File: src/verilog/mpp_defs.svh
// constants of the manchester programming port
`ifndef MPP_DEFS_SVH
`define MPP_DEFS_SVH

`define CLK_MHZ      250
`define UNLOCK_TIMEOUT_MS     10
`define T_W_MS       20
`define T_E_US       125
`define ACC_CYC      (`UNLOCK_TIMEOUT_MS * 1000 * `CLK_MHZ)
`define EE_CYC       (`T_W_MS * 1000 * `CLK_MHZ)
`define TE_CYC       (`T_E_US * `CLK_MHZ)

`define RD_BITS      6'h0C
`define WR_BITS      6'h2C
`define TX_BITS      6'h22
`define BITS_MAX     6'h3F
`define ACC_ADDR     6'h36
`define ACC_CODE     32'hC4136737
`define EE_LAST      6'h1F
`define CRC_POLY     3'h3
`define CRC_SEED     3'h0
`define CNT_MAX      20'hFFFFF
`define ANA_RST      1'b1
`define ACC_OPEN_RST 1'b1

`endif

File: src/verilog/mpp_pkg.sv
// types of the manchester programming port
`default_nettype none
package mpp_pkg;

    typedef enum logic [6:0] {
        ST_ANALOG = 7'h01,
        ST_LISTEN = 7'h02,
        ST_EE_WAIT = 7'h04,
        ST_EE_ACK = 7'h08,
        ST_RD_GAP = 7'h10,
        ST_RD_TX = 7'h20,
        ST_EXIT = 7'h40
    } port_state_type;

    typedef enum logic [2:0] {
        RX_IDLE = 3'h1,
        RX_MEAS = 3'h2,
        RX_RUN = 3'h4
    } rx_state_type;

    typedef struct packed {
        rx_state_type st;
        logic         prev;
        logic [19:0]  cnt;
        logic [19:0]  per;
        logic         stb;
        logic         val;
        logic         fend;
    } rx_regs_type;

    typedef struct packed {
        port_state_type st;
        logic           pin_s1;
        logic           pin_s2;
        logic           sup_s1;
        logic           sup_s2;
        logic           pen_s1;
        logic           pen_s2;
        logic [43:0]    sh;
        logic [5:0]     nbits;
        logic [23:0]    tmr;
        logic [23:0]    acc_tmr;
        logic           acc_open;
        logic           unlocked;
        logic           lock_seen;
        logic           lock_perm;
        logic [33:0]    txsh;
        logic [5:0]     txcnt;
        logic           ph;
        logic           pin_o;
        logic           pin_oe;
        logic           ana_en;
        logic [5:0]     mem_addr;
        logic [31:0]    mem_wdata;
        logic           mem_we;
        logic           mem_ee_we;
    } port_regs_type;

endpackage : mpp_pkg
`default_nettype wire

File: src/verilog/rx_link_if.sv
// link between frame logic and manchester receiver
`timescale 1ns/100ps
`default_nettype none
interface rx_link_if;
    logic        line;
    logic        listen;
    logic        stb;
    logic        val;
    logic        fend;
    logic [19:0] per;

    modport ctl (output line, output listen,
                 input stb, input val, input fend, input per);
    modport rx  (input line, input listen,
                 output stb, output val, output fend, output per);
endinterface : rx_link_if
`default_nettype wire
File: src/verilog/manchester_program_port.sv
// serial programming port on the sensor output pin
//
// The address-and-strobe port and the register offsets were chosen for this implementation.
`timescale 1ns/100ps
`default_nettype none
`include "mpp_defs.svh"
module manchester_program_port #(
    parameter int unsigned ACC_CYCLES = `ACC_CYC,
    parameter int unsigned EE_CYCLES  = `EE_CYC,
    parameter int unsigned TE_CYCLES  = `TE_CYC
) (
    input  wire logic        clk_i,
    input  wire logic        arst_n_i,
    input  wire logic        supply_prog_level_i,
    input  wire logic        program_enable_pin_i,
    input  wire logic        sensor_output_pin_i,
    input  wire logic        permanent_lock_bit_i,
    input  wire logic [25:0] mem_rdata_i,
    input  wire logic [1:0]  mem_ecc_i,
    output logic             sensor_output_pin_o,
    output logic             sensor_output_pin_oe_o,
    output logic             analog_enable_o,
    output logic             session_unlocked_o,
    output logic [5:0]       mem_addr_o,
    output logic [31:0]      mem_wdata_o,
    output logic             mem_vol_we_o,
    output logic             mem_ee_we_o
);

    localparam logic [23:0] ACC_LAST = 24'(ACC_CYCLES - 1);
    localparam logic [23:0] EE_LAST = 24'(EE_CYCLES - 1);
    localparam logic [23:0] TE_LAST = 24'(TE_CYCLES - 1);

    ////////////////////////////////////////////////////////////////////////
    // frame crc and memory ecc helpers

    function automatic logic [2:0] crc3(input logic [43:0] v,
                                        input logic [5:0]  len);
        logic [2:0] c;
        logic       fb;
        c = `CRC_SEED;
        fb = 1'b0;
        for (int i = 43; i >= 3; i--)
        begin
            if (6'(i) < len)
            begin
                fb = c[2] ^ v[i];
                c = {c[1:0], 1'b0} ^ ({3{fb}} & `CRC_POLY);
            end
        end
        return c;
    endfunction : crc3

    function automatic logic [5:0] ecc6(input logic [25:0] d);
        logic [5:0] e;
        logic [4:0] k;
        e = 6'h00;
        k = 5'h00;
        for (int j = 0; j < 26; j++)
        begin
            k = 5'(j + 1);
            for (int i = 0; i < 5; i++)
                if (k[i])
                    e[i] = e[i] ^ d[j];
            e[5] = e[5] ^ d[j];
        end
        return e;
    endfunction : ecc6

    ////////////////////////////////////////////////////////////////////////
    // state and receiver

    mpp_pkg::port_regs_type q;
    mpp_pkg::port_regs_type n;
    logic                   pe;
    logic                   serial;
    logic                   is_wr;
    logic                   is_rd;
    logic                   crc_ok;
    logic                   access;
    logic [5:0]             wr_addr;
    logic [31:0]            wr_data;
    logic [23:0]            per_last;
    logic [23:0]            half_last;
    logic [23:0]            gap_last;

    rx_link_if lnk ();

    manchester_rx manchester_rx_inst (
        .clk_i    (clk_i),
        .arst_n_i (arst_n_i),
        .lnk      (lnk.rx)
    );

    assign pe = q.sup_s2 | q.pen_s2;
    assign serial = q.st != mpp_pkg::ST_ANALOG && q.st != mpp_pkg::ST_EXIT;
    assign lnk.line = q.pin_s2;
    // receiver deaf while the device itself drives the pin
    assign lnk.listen = q.st == mpp_pkg::ST_LISTEN;
    assign per_last = {4'h0, lnk.per} - 24'h000001;
    assign half_last = {5'h00, lnk.per[19:1]} - 24'h000001;
    assign gap_last = {3'h0, lnk.per, 1'b0} - 24'h000001;

    // frame layout in arrival order, newest bit at sh[0]
    assign is_wr = q.nbits == `WR_BITS && q.sh[43:41] == 3'b000;
    assign is_rd = q.nbits == `RD_BITS && q.sh[11:9] == 3'b001;
    assign crc_ok = crc3(q.sh, q.nbits) == q.sh[2:0];
    assign wr_addr = q.sh[40:35];
    assign wr_data = q.sh[34:3];
    assign access = q.unlocked && !q.lock_perm;

    ////////////////////////////////////////////////////////////////////////
    // next state

    always_comb
    begin
        n = q;
        n.mem_we = 1'b0;
        n.mem_ee_we = 1'b0;
        n.pin_s1 = sensor_output_pin_i;
        n.pin_s2 = q.pin_s1;
        n.sup_s1 = supply_prog_level_i;
        n.sup_s2 = q.sup_s1;
        n.pen_s1 = program_enable_pin_i;
        n.pen_s2 = q.pen_s1;
        n.tmr = q.tmr + 24'h000001;
        // access code window runs once after reset
        if (q.acc_open)
        begin
            if (q.acc_tmr == ACC_LAST)
                n.acc_open = 1'b0;
            else
                n.acc_tmr = q.acc_tmr + 24'h000001;
        end
        // lock level caught once after reset release
        if (!q.lock_seen)
        begin
            n.lock_seen = 1'b1;
            n.lock_perm = permanent_lock_bit_i;
        end
        if (lnk.stb)
        begin
            n.sh = {q.sh[42:0], lnk.val};
            if (q.nbits != `BITS_MAX)
                n.nbits = q.nbits + 6'h01;
        end
        unique case (q.st)
            mpp_pkg::ST_ANALOG:
                if (pe)
                begin
                    n.ana_en = 1'b0;
                    n.st = mpp_pkg::ST_LISTEN;
                end
            mpp_pkg::ST_LISTEN:
                if (lnk.fend)
                begin
                    n.sh = 44'h00000000000;
                    n.nbits = 6'h00;
                    n.tmr = 24'h000000;
                    // anything else is dropped silently
                    if (crc_ok && is_wr)
                    begin
                        if (wr_addr == `ACC_ADDR)
                        begin
                            if (wr_data == `ACC_CODE && q.acc_open
                                && !q.lock_perm)
                                n.unlocked = 1'b1;
                        end
                        else if (access)
                        begin
                            n.mem_addr = wr_addr;
                            n.mem_wdata = {ecc6(wr_data[25:0]),
                                           wr_data[25:0]};
                            if (wr_addr <= `EE_LAST)
                            begin
                                n.mem_ee_we = 1'b1;
                                n.st = mpp_pkg::ST_EE_WAIT;
                            end
                            else
                                n.mem_we = 1'b1;
                        end
                    end
                    else if (crc_ok && is_rd && access)
                    begin
                        n.mem_addr = q.sh[8:3];
                        n.st = mpp_pkg::ST_RD_GAP;
                    end
                end
            mpp_pkg::ST_EE_WAIT:
                if (q.tmr == EE_LAST)
                begin
                    n.tmr = 24'h000000;
                    n.pin_oe = 1'b1;
                    n.pin_o = 1'b1;
                    n.st = mpp_pkg::ST_EE_ACK;
                end
            mpp_pkg::ST_EE_ACK:
                if (q.tmr == per_last)
                begin
                    n.tmr = 24'h000000;
                    if (q.pin_o)
                        n.pin_o = 1'b0;
                    else
                    begin
                        n.pin_oe = 1'b0;
                        n.st = mpp_pkg::ST_LISTEN;
                    end
                end
            mpp_pkg::ST_RD_GAP:
                // two bit times for the controller to let go
                if (q.tmr == gap_last)
                begin
                    n.tmr = 24'h000000;
                    n.txsh = {2'b00, 4'h0, mem_ecc_i, mem_rdata_i};
                    n.txcnt = `TX_BITS;
                    n.ph = 1'b0;
                    n.pin_oe = 1'b1;
                    n.pin_o = 1'b0;
                    n.st = mpp_pkg::ST_RD_TX;
                end
            mpp_pkg::ST_RD_TX:
                if (q.tmr == half_last)
                begin
                    n.tmr = 24'h000000;
                    if (!q.ph)
                    begin
                        n.ph = 1'b1;
                        n.pin_o = ~q.pin_o;
                    end
                    else
                    begin
                        n.ph = 1'b0;
                        n.txsh = {q.txsh[32:0], 1'b0};
                        n.txcnt = q.txcnt - 6'h01;
                        if (q.txcnt == 6'h01)
                        begin
                            n.pin_oe = 1'b0;
                            n.pin_o = 1'b0;
                            n.st = mpp_pkg::ST_LISTEN;
                        end
                        else
                            n.pin_o = q.txsh[32];
                    end
                end
            mpp_pkg::ST_EXIT:
                if (pe)
                begin
                    n.tmr = 24'h000000;
                    n.st = mpp_pkg::ST_LISTEN;
                end
                else if (q.tmr == TE_LAST)
                begin
                    n.ana_en = 1'b1;
                    n.st = mpp_pkg::ST_ANALOG;
                end
            default:
                n.st = mpp_pkg::ST_EXIT;
        endcase
        if (!pe && serial)
        begin
            n.st = mpp_pkg::ST_EXIT;
            n.tmr = 24'h000000;
            n.pin_oe = 1'b0;
            n.pin_o = 1'b0;
            n.mem_we = 1'b0;
            n.mem_ee_we = 1'b0;
            n.sh = 44'h00000000000;
            n.nbits = 6'h00;
        end
    end

    always_ff @(posedge clk_i or negedge arst_n_i)
    begin
        if (!arst_n_i)
            q <= '{st: mpp_pkg::ST_ANALOG, ana_en: `ANA_RST,
                   acc_open: `ACC_OPEN_RST, default: '0};
        else
            q <= n;
    end

    assign sensor_output_pin_o = q.pin_o;
    assign sensor_output_pin_oe_o = q.pin_oe;
    assign analog_enable_o = q.ana_en;
    assign session_unlocked_o = q.unlocked;
    assign mem_addr_o = q.mem_addr;
    assign mem_wdata_o = q.mem_wdata;
    assign mem_vol_we_o = q.mem_we;
    assign mem_ee_we_o = q.mem_ee_we;

    ////////////////////////////////////////////////////////////////////////
    // checks

    no_spont_tx_a: assert property (
        @(posedge clk_i) disable iff (!arst_n_i)
        $rose(q.pin_oe) |-> ($past(q.st) == mpp_pkg::ST_RD_GAP
                             || $past(q.st) == mpp_pkg::ST_EE_WAIT))
        else $error("pin driven without a command");

    write_silent_a: assert property (
        @(posedge clk_i) disable iff (!arst_n_i)
        q.mem_we |-> !q.pin_oe ##1 q.st != mpp_pkg::ST_RD_GAP)
        else $error("reply after volatile write");

    analog_off_a: assert property (
        @(posedge clk_i) disable iff (!arst_n_i)
        pe |=> !q.ana_en)
        else $error("analog driver on in program mode");

    stop_serial_a: assert property (
        @(posedge clk_i) disable iff (!arst_n_i)
        !pe |=> !q.pin_oe && !q.mem_we && !q.mem_ee_we)
        else $error("serial activity without enable");

    resume_delay_a: assert property (
        @(posedge clk_i) disable iff (!arst_n_i)
        $rose(q.ana_en) |-> $past(q.st) == mpp_pkg::ST_EXIT
                            && $past(q.tmr) == TE_LAST)
        else $error("analog resumed at wrong time");

    ee_done_edge_a: assert property (
        @(posedge clk_i) disable iff (!arst_n_i)
        (q.st == mpp_pkg::ST_EE_ACK && $past(q.st) == mpp_pkg::ST_EE_WAIT)
        |-> q.pin_oe && q.pin_o && $past(q.tmr) == EE_LAST)
        else $error("eeprom completion not high after delay");

    ee_quiet_a: assert property (
        @(posedge clk_i) disable iff (!arst_n_i)
        q.st == mpp_pkg::ST_EE_WAIT |-> !q.pin_oe)
        else $error("pin driven during eeprom write");

    mid_bit_a: assert property (
        @(posedge clk_i) disable iff (!arst_n_i)
        (q.st == mpp_pkg::ST_RD_TX && $rose(q.ph))
        |-> q.pin_o != $past(q.pin_o))
        else $error("no mid-bit transition");

    perm_lock_a: assert property (
        @(posedge clk_i) disable iff (!arst_n_i)
        q.lock_perm |-> !q.mem_we && !q.mem_ee_we
                        && q.st != mpp_pkg::ST_RD_GAP)
        else $error("access while permanently locked");

    ecc_store_a: assert property (
        @(posedge clk_i) disable iff (!arst_n_i)
        q.mem_ee_we |-> q.mem_wdata[31:26] == ecc6(q.mem_wdata[25:0]))
        else $error("stored ecc does not match payload");

endmodule : manchester_program_port
`default_nettype wire

File: src/verilog/manchester_rx.sv
// manchester bit receiver with period recovery
`timescale 1ns/100ps
`default_nettype none
`include "mpp_defs.svh"
module manchester_rx (
    input  wire logic clk_i,
    input  wire logic arst_n_i,
    rx_link_if.rx     lnk
);

    mpp_pkg::rx_regs_type q;
    mpp_pkg::rx_regs_type n;
    logic                 rise;
    logic                 fall;
    logic [19:0]          thr;
    logic [19:0]          lim;

    assign rise = lnk.line & ~q.prev;
    assign fall = ~lnk.line & q.prev;
    // edges before 3/4 bit are boundary edges
    assign thr = {1'b0, q.per[19:1]} + {2'b00, q.per[19:2]};
    assign lim = q.per + {1'b0, q.per[19:1]};
    assign lnk.stb = q.stb;
    assign lnk.val = q.val;
    assign lnk.fend = q.fend;
    assign lnk.per = q.per;

    always_comb
    begin
        n = q;
        n.stb = 1'b0;
        n.fend = 1'b0;
        n.prev = lnk.line;
        // 20 bit count covers the slowest bit time
        if (q.cnt != `CNT_MAX)
            n.cnt = q.cnt + 20'h00001;
        if (!lnk.listen)
        begin
            n.st = mpp_pkg::RX_IDLE;
            n.cnt = 20'h00000;
        end
        else
        begin
            unique case (q.st)
                mpp_pkg::RX_IDLE:
                    if (rise)
                    begin
                        n.stb = 1'b1;
                        n.val = 1'b0;
                        n.cnt = 20'h00000;
                        n.st = mpp_pkg::RX_MEAS;
                    end
                mpp_pkg::RX_MEAS:
                    if (rise)
                    begin
                        n.per = q.cnt + 20'h00001;
                        n.stb = 1'b1;
                        n.val = 1'b0;
                        n.cnt = 20'h00000;
                        n.st = mpp_pkg::RX_RUN;
                    end
                    else if (q.cnt == `CNT_MAX)
                    begin
                        n.fend = 1'b1;
                        n.st = mpp_pkg::RX_IDLE;
                    end
                mpp_pkg::RX_RUN:
                    if ((rise | fall) && q.cnt >= thr)
                    begin
                        n.stb = 1'b1;
                        n.val = fall;
                        n.cnt = 20'h00000;
                    end
                    else if (q.cnt > lim)
                    begin
                        n.fend = 1'b1;
                        n.st = mpp_pkg::RX_IDLE;
                    end
            endcase
        end
    end

    always_ff @(posedge clk_i or negedge arst_n_i)
    begin
        if (!arst_n_i)
            q <= '{st: mpp_pkg::RX_IDLE, default: '0};
        else
            q <= n;
    end

    bit_window_a: assert property (
        @(posedge clk_i) disable iff (!arst_n_i)
        (q.st == mpp_pkg::RX_RUN && q.stb && $past(q.st) == mpp_pkg::RX_RUN)
        |-> $past(q.cnt) >= $past(thr))
        else $error("bit taken before three quarter bit");

endmodule : manchester_rx
`default_nettype wire

File: config.mk
export PLATFORM = sky130hd
export DESIGN_NAME = manchester_program_port
export DESIGN_NICKNAME = d
export VERILOG_FILES = /design/src/verilog/mpp_pkg.sv /design/src/verilog/rx_link_if.sv /design/src/verilog/manchester_program_port.sv /design/src/verilog/manchester_rx.sv
export VERILOG_INCLUDE_DIRS = /design/src /design/src/verilog
export SDC_FILE = /design/constraint.sdc
export NUM_CORES = 1
export LEC_CHECK = 0
export BUFFER_PORTS_ARGS = -buffer_cell sky130_fd_sc_hd__buf_2
export CAP_MARGIN = 20
export CELL_PAD_IN_SITES_DETAIL_PLACEMENT = 1
export CELL_PAD_IN_SITES_GLOBAL_PLACEMENT = 1
export CORE_MARGIN = 2
export CORE_UTILIZATION = 45
export DETAILED_ROUTE_END_ITERATION = 16
export GPL_TIMING_DRIVEN = 1
export MAX_ROUTING_LAYER = met4
export PLACE_DENSITY = 0.79
export SLEW_MARGIN = 20
export SYNTH_ARGS = -nofsm -noshare
export SYNTH_HDL_FRONTEND = slang
export SYNTH_SLANG_ARGS = --single-unit
File: constraint.sdc
create_clock -name clk_i -period 29.4 [get_ports clk_i]
set_clock_uncertainty 0.1 [all_clocks]
set_input_delay 2.94 -clock clk_i [delete_from_list [all_inputs] [get_ports clk_i]]
set_output_delay 2.94 -clock clk_i [all_outputs]
set_load 0.03 [all_outputs]
==> After elaboration in Yosys (flattened, before gate mapping) <==
Index checks and enable logic that the tools add are counted.
{ "totals": {"ff_bits": 245, "latchBits": 0, "ram_bits": 0, "romBits": 0, "inputBits": 34, "out_inout_bits": 44, "word_cells": 739, "n_memories": 0} }
{ "classes": {"addsub": 10, "multipliers": 0, "div": 0, "magnitude_cmp": 44, "n_eq_ne": 57, "shifts": 0, "n_mux": 396, "bitwise": 169, "n_reduce_logical": 31} }
{ "op_table": {"columns": ["operator", "count"], "rows": [
  ["$mux W1", 290],
  ["$mux W74", 2],
  ["$pmux W24 S6", 1],
  ["$mux W3", 47],
  ["$mux W42", 3],
  ["$mux W24", 5],
  ["$xor A3 B2 Y3", 40],
  ["$mux W7", 17],
  ["$xor A1 B1 Y1", 119],
  ["$mux W50", 2],
  ["$lt A5 B6 Y1 const A", 16],
  ["$mux W20", 4],
  ["$mux W40", 2],
  ["$pmux W40 S2", 1],
  ["$eq A24 B24 Y1", 3],
  ["$lt A6 B6 Y1 const A", 12],
  ["$pmux W20 S3", 1],
  ["$pmux W7 S7", 1],
  ["$add A24 B1 Y24 const B", 2],
  ["$lt A4 B6 Y1 const A", 8],
  ["$mux W39", 1],
  ["$ne A3 B3 Y1 const B", 12],
  ["$eq A32 B32 Y1 const B", 1],
  ["$eq A24 B15 Y1 const B", 1],
  ["58 further kinds", 116]
]} }

==> Longest topological paths before layout <==
Gate-level depths: netlist of the first run.
{ "depth": {"word_depth": 199, "ltp_mapped": 55, "ltp_nobuf": 48} }

==> Cells and area by module <==
From an unflattened synthesis of the first run, not the netlist that was laid out.
{ "unflattened": {"hier_cells": 2301, "hier_area_um2": 19691.4} }
{ "modules_own_cells": {"columns": ["module", "instances", "cells_per_inst", "area_per_inst_um2", "seq_area_each_um2"], "rows": [
  ["manchester_program_port", 1, 1783, 15319.7, 4958.5],
  ["manchester_rx", 1, 518, 4371.7, 1177.4]
]} }

==> Worst setup path before layout of the first run <==
Ideal clock, no wire load.
{ "synth_timing": {"kind": "flip-flop to flip-flop", "from": "register q[137] in the netlist's numbering", "to": "register q (netlist bit mem_wdata_o[10])", "setup_ps": 125, "arrival_time_ps": 13027, "t_required_ps": 29175, "slack_ps": 16148, "stages_incl_launch_ff": 56, "path_buffers": 7, "synth_period_minus_slack_ps": 13252, "path_cell_list": "dfrtp_1 -> buf_2 -> inv_2 -> ha_1 -> clkbuf_1 -> nand2b_1 -> a21boi_1 -> clkbuf_1 -> a211o_1 -> a31oi_1 -> nor2_1 -> nor2_1 -> a2111o_1 -> nor3_4 -> xor2_1 -> a2111oi_0 -> a211oi_2 -> o41ai_4 -> [20 not listed] -> a211oi_2 -> a31oi_1 -> a221oi_2 -> xnor2_1 -> o21bai_1 -> o21ba_1 -> o211a_1 -> o31a_1 -> or4_1 -> a2bb2oi_1 -> a311o_1 -> and3_1 -> o221ai_2 -> and3_1 -> buf_4 -> nand4_4 -> buf_6 -> mux2_4"} }
{ "synth_via": {"elab_chain_len": 105, "word_cells_on_any_way": 166, "classes_between": "41 x order compare; 2 x eq/ne; 41 x mux; 79 x bitwise; 3 x reduce/logical"} }
{ "synth_rtl": {"columns": ["item", "line_no", "text"], "rows": [
  ["start: declaration", "manchester_program_port.sv:73", "mpp_pkg::port_regs_type q;"],
  ["start signal: assignment", "manchester_program_port.sv:275", "q <= '{st: mpp_pkg::ST_ANALOG, ana_en: `ANA_RST,"],
  ["start signal: assignment", "manchester_program_port.sv:278", "q <= n;"],
  ["$lt A6 B6 Y1", "manchester_program_port.sv:45", "if (6'(i) < len)"],
  ["$mux W2", "manchester_program_port.sv:45", null],
  ["$xor A3 B2 Y3", "manchester_program_port.sv:48", "c = {c[1:0], 1'b0} ^ ({3{fb}} & `CRC_POLY);"],
  ["$mux W3", "manchester_program_port.sv:45", null],
  ["$xor A1 B1 Y1", "manchester_program_port.sv:47", "fb = c[2] ^ v[i];"],
  ["$xor A3 B2 Y3", "manchester_program_port.sv:48", null],
  ["$mux W3", "manchester_program_port.sv:45", null],
  ["$xor A3 B2 Y3", "manchester_program_port.sv:48", null],
  ["[89 not listed]", null, null],
  ["$xor A3 B2 Y3", "manchester_program_port.sv:48", null],
  ["$mux W3", "manchester_program_port.sv:45", null],
  ["$xor A1 B1 Y1", "manchester_program_port.sv:47", null],
  ["$xor A3 B2 Y3", "manchester_program_port.sv:48", null],
  ["$mux W3", "manchester_program_port.sv:45", null],
  ["$eq A3 B3 Y1", "manchester_program_port.sv:107", "assign crc_ok = crc3(q.sh, q.nbits) == q.sh[2:0];"],
  ["$logic_and A1 B1 Y1 (*)", "manchester_program_port.sv:161", "if (crc_ok && is_wr)"],
  ["$reduce_and A5 Y1 (no line) (*)", null, null]
]} }
Every way passes the cells marked *; elsewhere a longest branch is shown, timed or not.
A chain may end at the register's enable or synchronous reset.

==> Worst setup path in the final report of the first run <==
{ "layout_timing": {"from": "register q[137] in the netlist's numbering", "to": "register q (netlist bit mem_wdata_o[0])"} }
Same word-level chain as after synthesis.

==> key figures, run 1 <==
Detailed routing
  • Routed Antenna Nets: 0
  • Iteration-0 DRC Markers: 959
  • Vias: 17,300
  • DRC errors left: 0
  • Post-DR wirelength/cell: 20.4 um
  • Total Wirelength: 59,200 um
  • Pre-antenna DRT Iters: 5
  • Vias per inst: 5.95

STA
  • Slew at the pin closest to its max-slew limit: 1.08 ns
  • RSZ-0062 raised after global routing: no
  • Tcrit/Tclk final: 57.8%
  • Max frequency: 58.8 MHz
  • Final setup TNS: 0 ns
  • Final hold violation count: 0
  • Slew Limit Fails: 0
  • Final setup fails: 0
  • Slew headroom: 27.7%
  • Post-layout minimum cycle time: 17.00 ns

Floorplan
  • Die X-Extent: 216 um
  • I/O pin total: 78
  • Starting density of the core: 45.5%
  • Core area: 0.0442 mm^2
  • Rows: 77
  • Full die area: 0.0464 mm^2
  • Die Height: 216 um

Finish
  • Number of fill cells: 5,219
  • Layout cell share with drive strength beyond 1: 9.96%
  • Most frequent cells in the layout: 250 x nor2_1, 240 x dfrtp_1, 187 x nand2_1, 180 x xnor2_1, 138 x a21oi_1
  • Layout area overhead: 6.86%
  • Multi-input logic area: 0.0129 mm^2
  • Nets: 2,418
  • Non-Filler Instances: 2,902
  • Register area: 0.00614 mm^2
  • N_diodes: 0
  • Most common cell after layout, fill and taps aside: nor2_1

Placement
  • Port bufs: 77
  • Final GP Congestion: 0.874
  • Placed Cells: 2,846
  • Hpwl dp: 44,000 um

CTS
  • Clk sink count: 245
  • Root buf cell: clkbuf_16
  • CTS Hold Bufs: 0
  • Setup bufs post-CTS: 0
  • Num CTS Buffers: 30
  • Clk buf depth: 3
  • Worst-path clk slew: 0.06 ns
  • Post-cts repair resize count: 0
  • H-tree Lvls: 1
  • TritonCTS clock tree: done
  • Worst skew pair latency: 0.62 ns

Global route
  • Vias in the first global route: 18,300
  • First-pass GRT wire length: 98,000 um
  • Initial antenna violation count: 0
  • Grt ovf: 0
  • Largest net degree at the start of global routing: 117
  • Total Routing Usage GR: 26.2%

Synthesis
  • Syn Std Cell Area: 0.0201 mm^2
  • Gate Count Post-Synth: 2,346
  • Post-synthesis sequential area ratio: 30.5%
  • Asr flop ratio synth: 100%
  • Main synth FF type: dfrtp_1
  • Synth unique cells: 108
  • Flops & latches, synth: 245
  • Syn_nets: 2,477
  • Synth warn: 0
  • Post-synth EDFFs: 0
  • Synthesized area per cell: 8.58 um^2

Critical path
  • CP Data Arrival Time: 17.37 ns
  • Worst Path Required: 29.77 ns
  • Crit. End Element: flop
  • Critical path class: reg -> reg
  • Max stage delay cell, worst path: dfrtp_1
  • Max Fanout on Critical Path: 32
  • Setup crit start kind: flop
  • Cell mode on critical path: a211oi_2
  • Critical Path Max Stage Delay: 0.86 ns

Job
  • # Max-Cap Violations: 0

Pwr
  • Pwr Density: 38.1 mW/mm^2
  • Lkg Pwr: 9.06 nW
  • IR drop worst, VDD: 0.0000493 V

Run status
  • Status: finished clean

Hold path
  • HP Class: reg -> reg
[stage by stage]
step | util (%) | area (um^2) | worst slack (ns) | power [mW] | hold WS, ns
after floorplan | - | 20100 | 16.15 | 0.423 | 0.231
after global placement | 46.3 | 20500 | 13.23 | 0.455 | 0.238
after detailed placement | 46.3 | 20500 | 12.64 | 0.459 | 0.236
after CTS | 48.6 | 21500 | 12.57 | 0.830 | 0.252
after global routing | 48.6 | 21500 | 11.29 | 0.854 | 0.263
final | 48.6 | 21500 | 12.40 | 0.821 | 0.252
[flip-flops by register name, summed over array words and instances, names as in the netlist]
register	cells
q	150
mem_wdata_o	32
manchester_rx_inst.q	24
manchester_rx_inst.lnk.per	20
mem_addr_o	6
n	3
analog_enable_o	1
lnk.line	1
manchester_rx_inst.lnk.fend	1
manchester_rx_inst.lnk.stb	1
manchester_rx_inst.lnk.val	1
mem_ee_we_o	1
mem_vol_we_o	1
sensor_output_pin_o	1
sensor_output_pin_oe_o	1
session_unlocked_o	1
[power breakdown]
part           internal (mW)  switching [mW]
Clock                  0.213           0.154
Sequential             0.344          0.0121
Combinational         0.0297          0.0676
Total                  0.586           0.234
[routing by layer]
metal,GRT usage [%],routed length (um),vias up
li1,-,-,8177
met2,46.7,30200,303
met1,31.9,25800,8690
met4,6.62,1430,0
met5,-,0,-
met3,2.34,1750,84
[path summary, 6_finish.rpt]
kind | end | slack, ns | depth (start not counted) | startpoint
hold / removal | q[188] | 0.25 | 0 | n[188]
setup / recovery | mem_wdata_o[0] | 12.40 | 47 | q[137]
setup reg to reg | mem_wdata_o[0] | 12.40 | 47 | q[137]
min in group asynchronous | q[106] | 2.32 | 1 | arst_n_i
hold reg to reg | q[188] | 0.25 | 0 | n[188]
max in group asynchronous | manchester_rx_inst.lnk.stb | 24.56 | 3 | arst_n_i
[cells by family (layout without fill, tap and decap cells)]
| logic type | Yosys count | after routing | synth area share, % |
|---|---|---|---|
| AO/OA/AOI/OAI | 495 | 495 | 16.8 |
| XOR/XNOR | 274 | 274 | 12.4 |
| adder cells (fa/ha/maj) | 97 | 97 | 6.10 |
| buffers and inverters | 252 | 216 | 5.61 |
| flip-flops | 245 | 245 | 30.5 |
| multiplexers | 148 | 148 | 8.21 |
| other | 1 | 1 | 0.0186 |
| AND/OR/NAND/NOR | 834 | 834 | 20.3 |
[layout make-up]
type                            count  share of cell area [%]
Clock buffer                       44                    4.01
Timing Repair Buffer               87                    2.28
Inverter                           74                    1.29
Multi-Input combinational cell   1849                    59.9
Sequential cell                   245                    28.5
Clock inverter                     11                   0.570
Tap cell                          592                    3.44
[synthesized netlist by cell type, types with 20 or more instances]
master	number	share of area [%]
a21o_1	21	0.78
a21oi_1	138	3.4
a31oi_1	24	0.75
and3_1	22	0.68
buf_1	20	0.37
buf_4	39	1.5
clkbuf_1	104	1.9
dfrtp_1	241	30
ha_1	95	5.9
inv_1	73	1.4
mux2_4	29	2.2
mux2i_1	98	4.9
nand2_1	188	3.5
nand2b_1	31	0.96
nand3_1	74	1.8
nand4_1	60	1.9
nor2_1	251	4.7
nor2b_1	26	0.81
nor3_1	60	1.5
nor4_1	30	0.93
o21a_1	21	0.78
o21ai_0	93	2.3
xnor2_1	180	7.8
xor2_1	86	3.7
[worst max-delay path, delay by kind of cell (launching register included)]
family	cells	cell delay [ns]
flops	1	0.86
fa+ha+maj	1	0.86
compound gates	26	7.32
xor+xnor	4	1.06
simple gates	13	5.27
mux	3	1.35
(Power assumes the default switching activity.)
==> run 2, diff against run 1 <==
Settings changed: ABC_AREA from default to 1, PLACE_DENSITY 0.79 to 0.82.
Clock period 29.4 ns to 16.05 ns, I/O delays scaled along.
==> key figures, run 2 <==
Placement
  • Hpwl dp: 44,600 um
  • Port bufs: 77
  • Final GP Congestion: 0.913
  • Pre-CTS setup slack: 4.80 ns

STA
  • Post-layout minimum cycle time: 11.60 ns
  • Final setup fails: 0
  • Final worst slack: 4.45 ns
  • Slew Limit Fails: 0
  • Final setup TNS: 0 ns
  • Max frequency: 86.2 MHz
  • Tcrit/Tclk final: 72.3%
  • Slew at the pin closest to its max-slew limit: 1.08 ns
  • RSZ-0062 raised after global routing: no
  • Slew headroom: 27.5%
  • Final hold violation count: 0

CTS
  • Num CTS Buffers: 31
  • Setup bufs post-CTS: 0
  • Clk sink count: 245
  • Post-cts repair resize count: 0
  • Clk buf depth: 3
  • Worst-path clk slew: 0.06 ns
  • CTS Hold Bufs: 0
  • Worst skew pair latency: 0.59 ns
  • TritonCTS clock tree: done
  • H-tree Lvls: 1
  • Root buf cell: clkbuf_16

Global route
  • Vias in the first global route: 18,800
  • First-pass GRT wire length: 95,700 um
  • Initial antenna violation count: 1
  • Grt ovf: 0
  • Largest net degree at the start of global routing: 155
  • Total Routing Usage GR: 27.2%

Critical path
  • Crit. End Element: flop
  • Cell mode on critical path: nand2_1
  • Critical path class: reg -> reg
  • Worst Path Required: 16.42 ns
  • Setup crit start kind: flop
  • Max stage delay cell, worst path: dfrtp_1
  • Critical Path Max Stage Delay: 0.67 ns
  • CP Data Arrival Time: 11.96 ns
  • Max Fanout on Critical Path: 65

Detailed routing
  • Total Wirelength: 57,700 um
  • Post-DR wirelength/cell: 18.2 um
  • Vias: 17,600
  • Routed Antenna Nets: 0
  • Pre-antenna DRT Iters: 5
  • Vias per inst: 5.56
  • Iteration-0 DRC Markers: 790
  • DRC errors left: 0

Synthesis
  • Synth top area cells: dfrtp_1 32%, nand2_1 10%, xor2_1 7.4%
  • Post-synthesis sequential area ratio: 32.2%
  • Main synth FF type: dfrtp_1
  • Gate Count Post-Synth: 2,596
  • Most numerous cell in the Yosys netlist: nand2_1
  • Synth top cells by count: 525 x nand2_1, 297 x inv_1, 265 x nand3_1
  • Syn_nets: 2,727
  • Cell taking the most area after synthesis: dfrtp_1
  • Syn Std Cell Area: 0.0191 mm^2
  • Synth warn: 0
  • Share of the synthesized area in the top cell type: 31.7%
  • Synth unique cells: 62
  • Flops & latches, synth: 245
  • Synthesized area per cell: 7.34 um^2
  • Post-synth EDFFs: 0
  • Asr flop ratio synth: 100%

Pwr
  • IR drop worst, VDD: 0.0000983 V
  • Lkg Pwr: 10.1 nW
  • Pwr Density: 115 mW/mm^2

Finish
  • Nets: 2,732
  • Layout cell share with drive strength beyond 1: 9.22%
  • Most common cell after layout, fill and taps aside: nand2_1
  • Register with the most flip-flops: q
  • Max FFs per register: 150
  • Most frequent cells in the layout: 524 x nand2_1, 297 x inv_1, 263 x nand3_1, 240 x dfrtp_1, 211 x nor2_1
  • Layout area overhead: 8.33%
  • Number of fill cells: 5,361
  • N_diodes: 0

Floorplan
  • Die X-Extent: 210 um
  • Rows: 75
  • Starting density of the core: 45.5%
  • Core area: 0.0419 mm^2
  • Full die area: 0.0440 mm^2
  • Die Height: 210 um
  • I/O pin total: 78

Run status
  • Status: finished clean

Hold path
  • HP Class: reg -> reg

Job
  • # Max-Cap Violations: 0
==> run 2: cell types whose count changed after synthesis, sizes merged, moves of 42 or more <==
| cell | before | now |
|---|---|---|
| a21oi | 143 | 101 |
| clkbuf | 104 | 48 |
| inv | 74 | 314 |
| mux2 | 50 | 1 |
| mux2i | 98 | 26 |
| nand2 | 189 | 553 |
| nand3 | 74 | 283 |
| o21ai | 104 | 170 |
| xnor2 | 181 | 60 |
| xor2 | 86 | 161 |
==> run 2: metal layers <==
layer | vias up | GRT usage (%) | wire (um)
li1 | 8551 | - | -
met1 | 8641 | 32.7 | 24900
met2 | 290 | 47.9 | 28900
met3 | 121 | 2.92 | 1840
met4 | 0 | 8.98 | 2110
met5 | - | - | 0
==> run 2: worst max-delay path, delay by kind of cell (launching register included) <==
family | cells | cell delay [ns]
and+or+nand+nor | 87 | 8.29
buffers and inverters | 9 | 1.18
DFF | 1 | 0.67
AOI/OAI and AO/OA | 4 | 0.63
adders and majority gates | 1 | 0.56
==> run 2: final cells by class <==
cell class,count,area (um^2),area share [%]
tap,539,674,3.27
clock buffer,38,862,4.18
timing repair buffer,85,468,2.27
inverter,317,1190,5.78
sequential,245,6140,29.7
clock inverter,20,272,1.32
multi-input combinational,1921,11000,53.5
==> run 2: cells by family after synthesis <==
group / share of synthesized area (%)
AOI/OAI and AO/OA: 11.1
buffers and inverters: 10.0
and+or+nand+nor: 28.6
muxes: 1.43
other: 0.0197
adders and majority gates: 6.45
DFF: 32.2
xor gates and xnor gates: 10.2
==> run 2: metrics by stage <==
step / utilization [%] / cells / hold WS [ns] / power, mW / cell area [um^2]
after floorplan: - / 2596 / 0.231 / 1.40 / 19100
after global placement: 46.6 / 3107 / 0.235 / 1.57 / 19500
after detailed placement: 46.6 / 3107 / 0.239 / 1.61 / 19500
after CTS: 49.3 / 3165 / 0.257 / 2.40 / 20600
after global routing: 49.3 / 3165 / 0.261 / 2.52 / 20600
final: 49.3 / 3165 / 0.253 / 2.38 / 20600
==> run 2: power breakdown <==
group | leakage (nW) | internal [mW] | switching, mW
combinational | 6.30 | 0.283 | 0.490
sequential | 3.26 | 0.712 | 0.125
clock | 0.558 | 0.478 | 0.296
==> run 2: worst paths after layout <==
kind,slack [ns],endpoint,startpoint,cells after the start
setup / recovery,4.45,mem_wdata_o[30],q[137],101
hold / removal,0.25,lnk.line,n[190],0
setup reg to reg,4.45,mem_wdata_o[30],q[137],101
hold reg to reg,0.25,lnk.line,n[190],0
max in group asynchronous,13.50,sensor_output_pin_oe_o,arst_n_i,2
min in group asynchronous,0.95,q[102],arst_n_i,1
==> run 3, diff against run 2 <==
Clock period 16.05 ns to 11.45 ns, I/O delays scaled along.
==> key figures, run 3 (same netlist as run 2, synthesis figures left out) <==
STA
  • Final setup fails: 0
  • Slew Limit Fails: 0
  • Post-layout minimum cycle time: 10.78 ns
  • Slew headroom: 30.2%
  • Final worst slack: 0.666 ns
  • Max frequency: 92.7 MHz
  • Tcrit/Tclk final: 94.2%
  • Final hold violation count: 0
  • Slew at the pin closest to its max-slew limit: 1.05 ns

Floorplan
  • Starting density of the core: 45.5%
  • Core area: 0.0419 mm^2
  • Die Height: 210 um
  • I/O pin total: 78
  • Full die area: 0.0440 mm^2
  • Die X-Extent: 210 um
  • Rows: 75

Global route
  • Total Routing Usage GR: 27.4%
  • Initial antenna violation count: 0
  • Largest net degree at the start of global routing: 164
  • First-pass GRT wire length: 95,600 um
  • Grt ovf: 0
  • Vias in the first global route: 18,500

Finish
  • Nets: 2,769
  • Layout area overhead: 12.7%
  • Layout cell share with drive strength beyond 1: 13.8%
  • Most common cell after layout, fill and taps aside: nand2_1
  • Max FFs per register: 150
  • Register with the most flip-flops: q
  • Most frequent cells in the layout: 489 x nand2_1, 293 x inv_1, 234 x dfrtp_1, 229 x nand3_1, 208 x nor2_1

Detailed routing
  • DRC errors left: 0
  • Metal-1 WL: 25,500 um
  • Routed Antenna Nets: 0
  • Pre-antenna DRT Iters: 6
  • Metal2 WL: 30,300 um
  • Post-DR wirelength/cell: 18.8 um
  • Max layer used: met4
  • Vias: 17,900
  • Total Wirelength: 60,100 um
  • Metal3 WL: 2300 um
  • Iteration-0 DRC Markers: 899
  • Vias per inst: 5.58

Job
  • # Max-Cap Violations: 0

Critical path
  • CP Data Arrival Time: 11.12 ns
  • Cell mode on critical path: nand2_1
  • Max Fanout on Critical Path: 7
  • Critical path class: reg -> reg
  • Setup crit start kind: flop
  • Crit. End Element: flop
  • Critical Path Max Stage Delay: 0.45 ns
  • Max stage delay cell, worst path: dfrtp_2
  • Worst Path Required: 11.78 ns

Pwr
  • Pwr Density: 160 mW/mm^2
  • Lkg Pwr: 10.5 nW
  • IR drop worst, VDD: 0.000129 V
  • Total power: 3.44 mW

Placement
  • Hpwl dp: 44,800 um
  • Port bufs: 77
  • Pre-CTS setup slack: 0.0828 ns
  • Final GP Congestion: 0.923

CTS
  • Clk sink count: 245
  • Num CTS Buffers: 30
  • H-tree Lvls: 1
  • Root buf cell: clkbuf_16
  • Clk buf depth: 3
  • Worst skew pair latency: 0.60 ns
  • TritonCTS clock tree: done
  • Worst-path clk slew: 0.06 ns

Run status
  • Status: finished clean

Hold path
  • HP Class: reg -> reg
==> run 3: final timing paths <==
check	startpoint	endpoint	slack, ns	cells after the start
min in group asynchronous	arst_n_i	q[102]	0.45	1
setup / recovery	q[139]	mem_ee_we_o	0.67	96
setup reg to reg	q[139]	mem_ee_we_o	0.67	96
hold / removal	n[186]	q[186]	0.25	0
max in group asynchronous	arst_n_i	manchester_rx_inst.lnk.per[16]	9.33	2
hold reg to reg	n[186]	q[186]	0.25	0
==> run 3: power breakdown <==
part	internal, mW	switching (mW)
Sequential	0.998	0.180
Clock	0.677	0.420
Combinational	0.425	0.737
Total	2.10	1.34
==> run 3: timing repair <==
action / CTS / global route
pin swaps: 0 / 34
setup buffers: 0 / 33
gates resized for setup: 1 / 128
gates cloned: 0 / 3
hold buffers: 0 / 0
setup endpoints to repair: 17 / 47
==> run 3: routing by layer <==
metal  track usage, %  up-vias
li1                 -     8633
met1             32.9     8778
met2             47.9      323
met3             3.65      133
met4             8.51        0
met5                -        -
==> run 3: area by class of cell <==
cell class                 instances  area, um^2
timing repair buffer             123         831
clock buffer                      37         838
fill                            5237       20400
tap                              539         674
sequential                       245        6140
clock inverter                    18         292
multi-input combinational       1921       11500
inverter                         317        1200
antenna                            1        2.50
==> run 3: per-stage QoR <==
step	hold WS [ns]	utilization, %	instances	TNS, ns	area [um^2]
global route	0.259	51.3	3200	-12.89	21500
finish	0.246	51.3	3201	0	21500
detailed placement	0.239	46.6	3109	0	19500
floorplan	0.231	-	2596	0	19100
global placement	0.234	46.6	3109	0	19500
CTS	0.249	49.3	3164	0	20600
==> run 3: critical path: cells and delay by family, from the launching register on <==
family          cells  cell delay, ns
compound gates      4            0.73
buf+inv             5            0.44
flops               1            0.45
simple gates       87            8.86
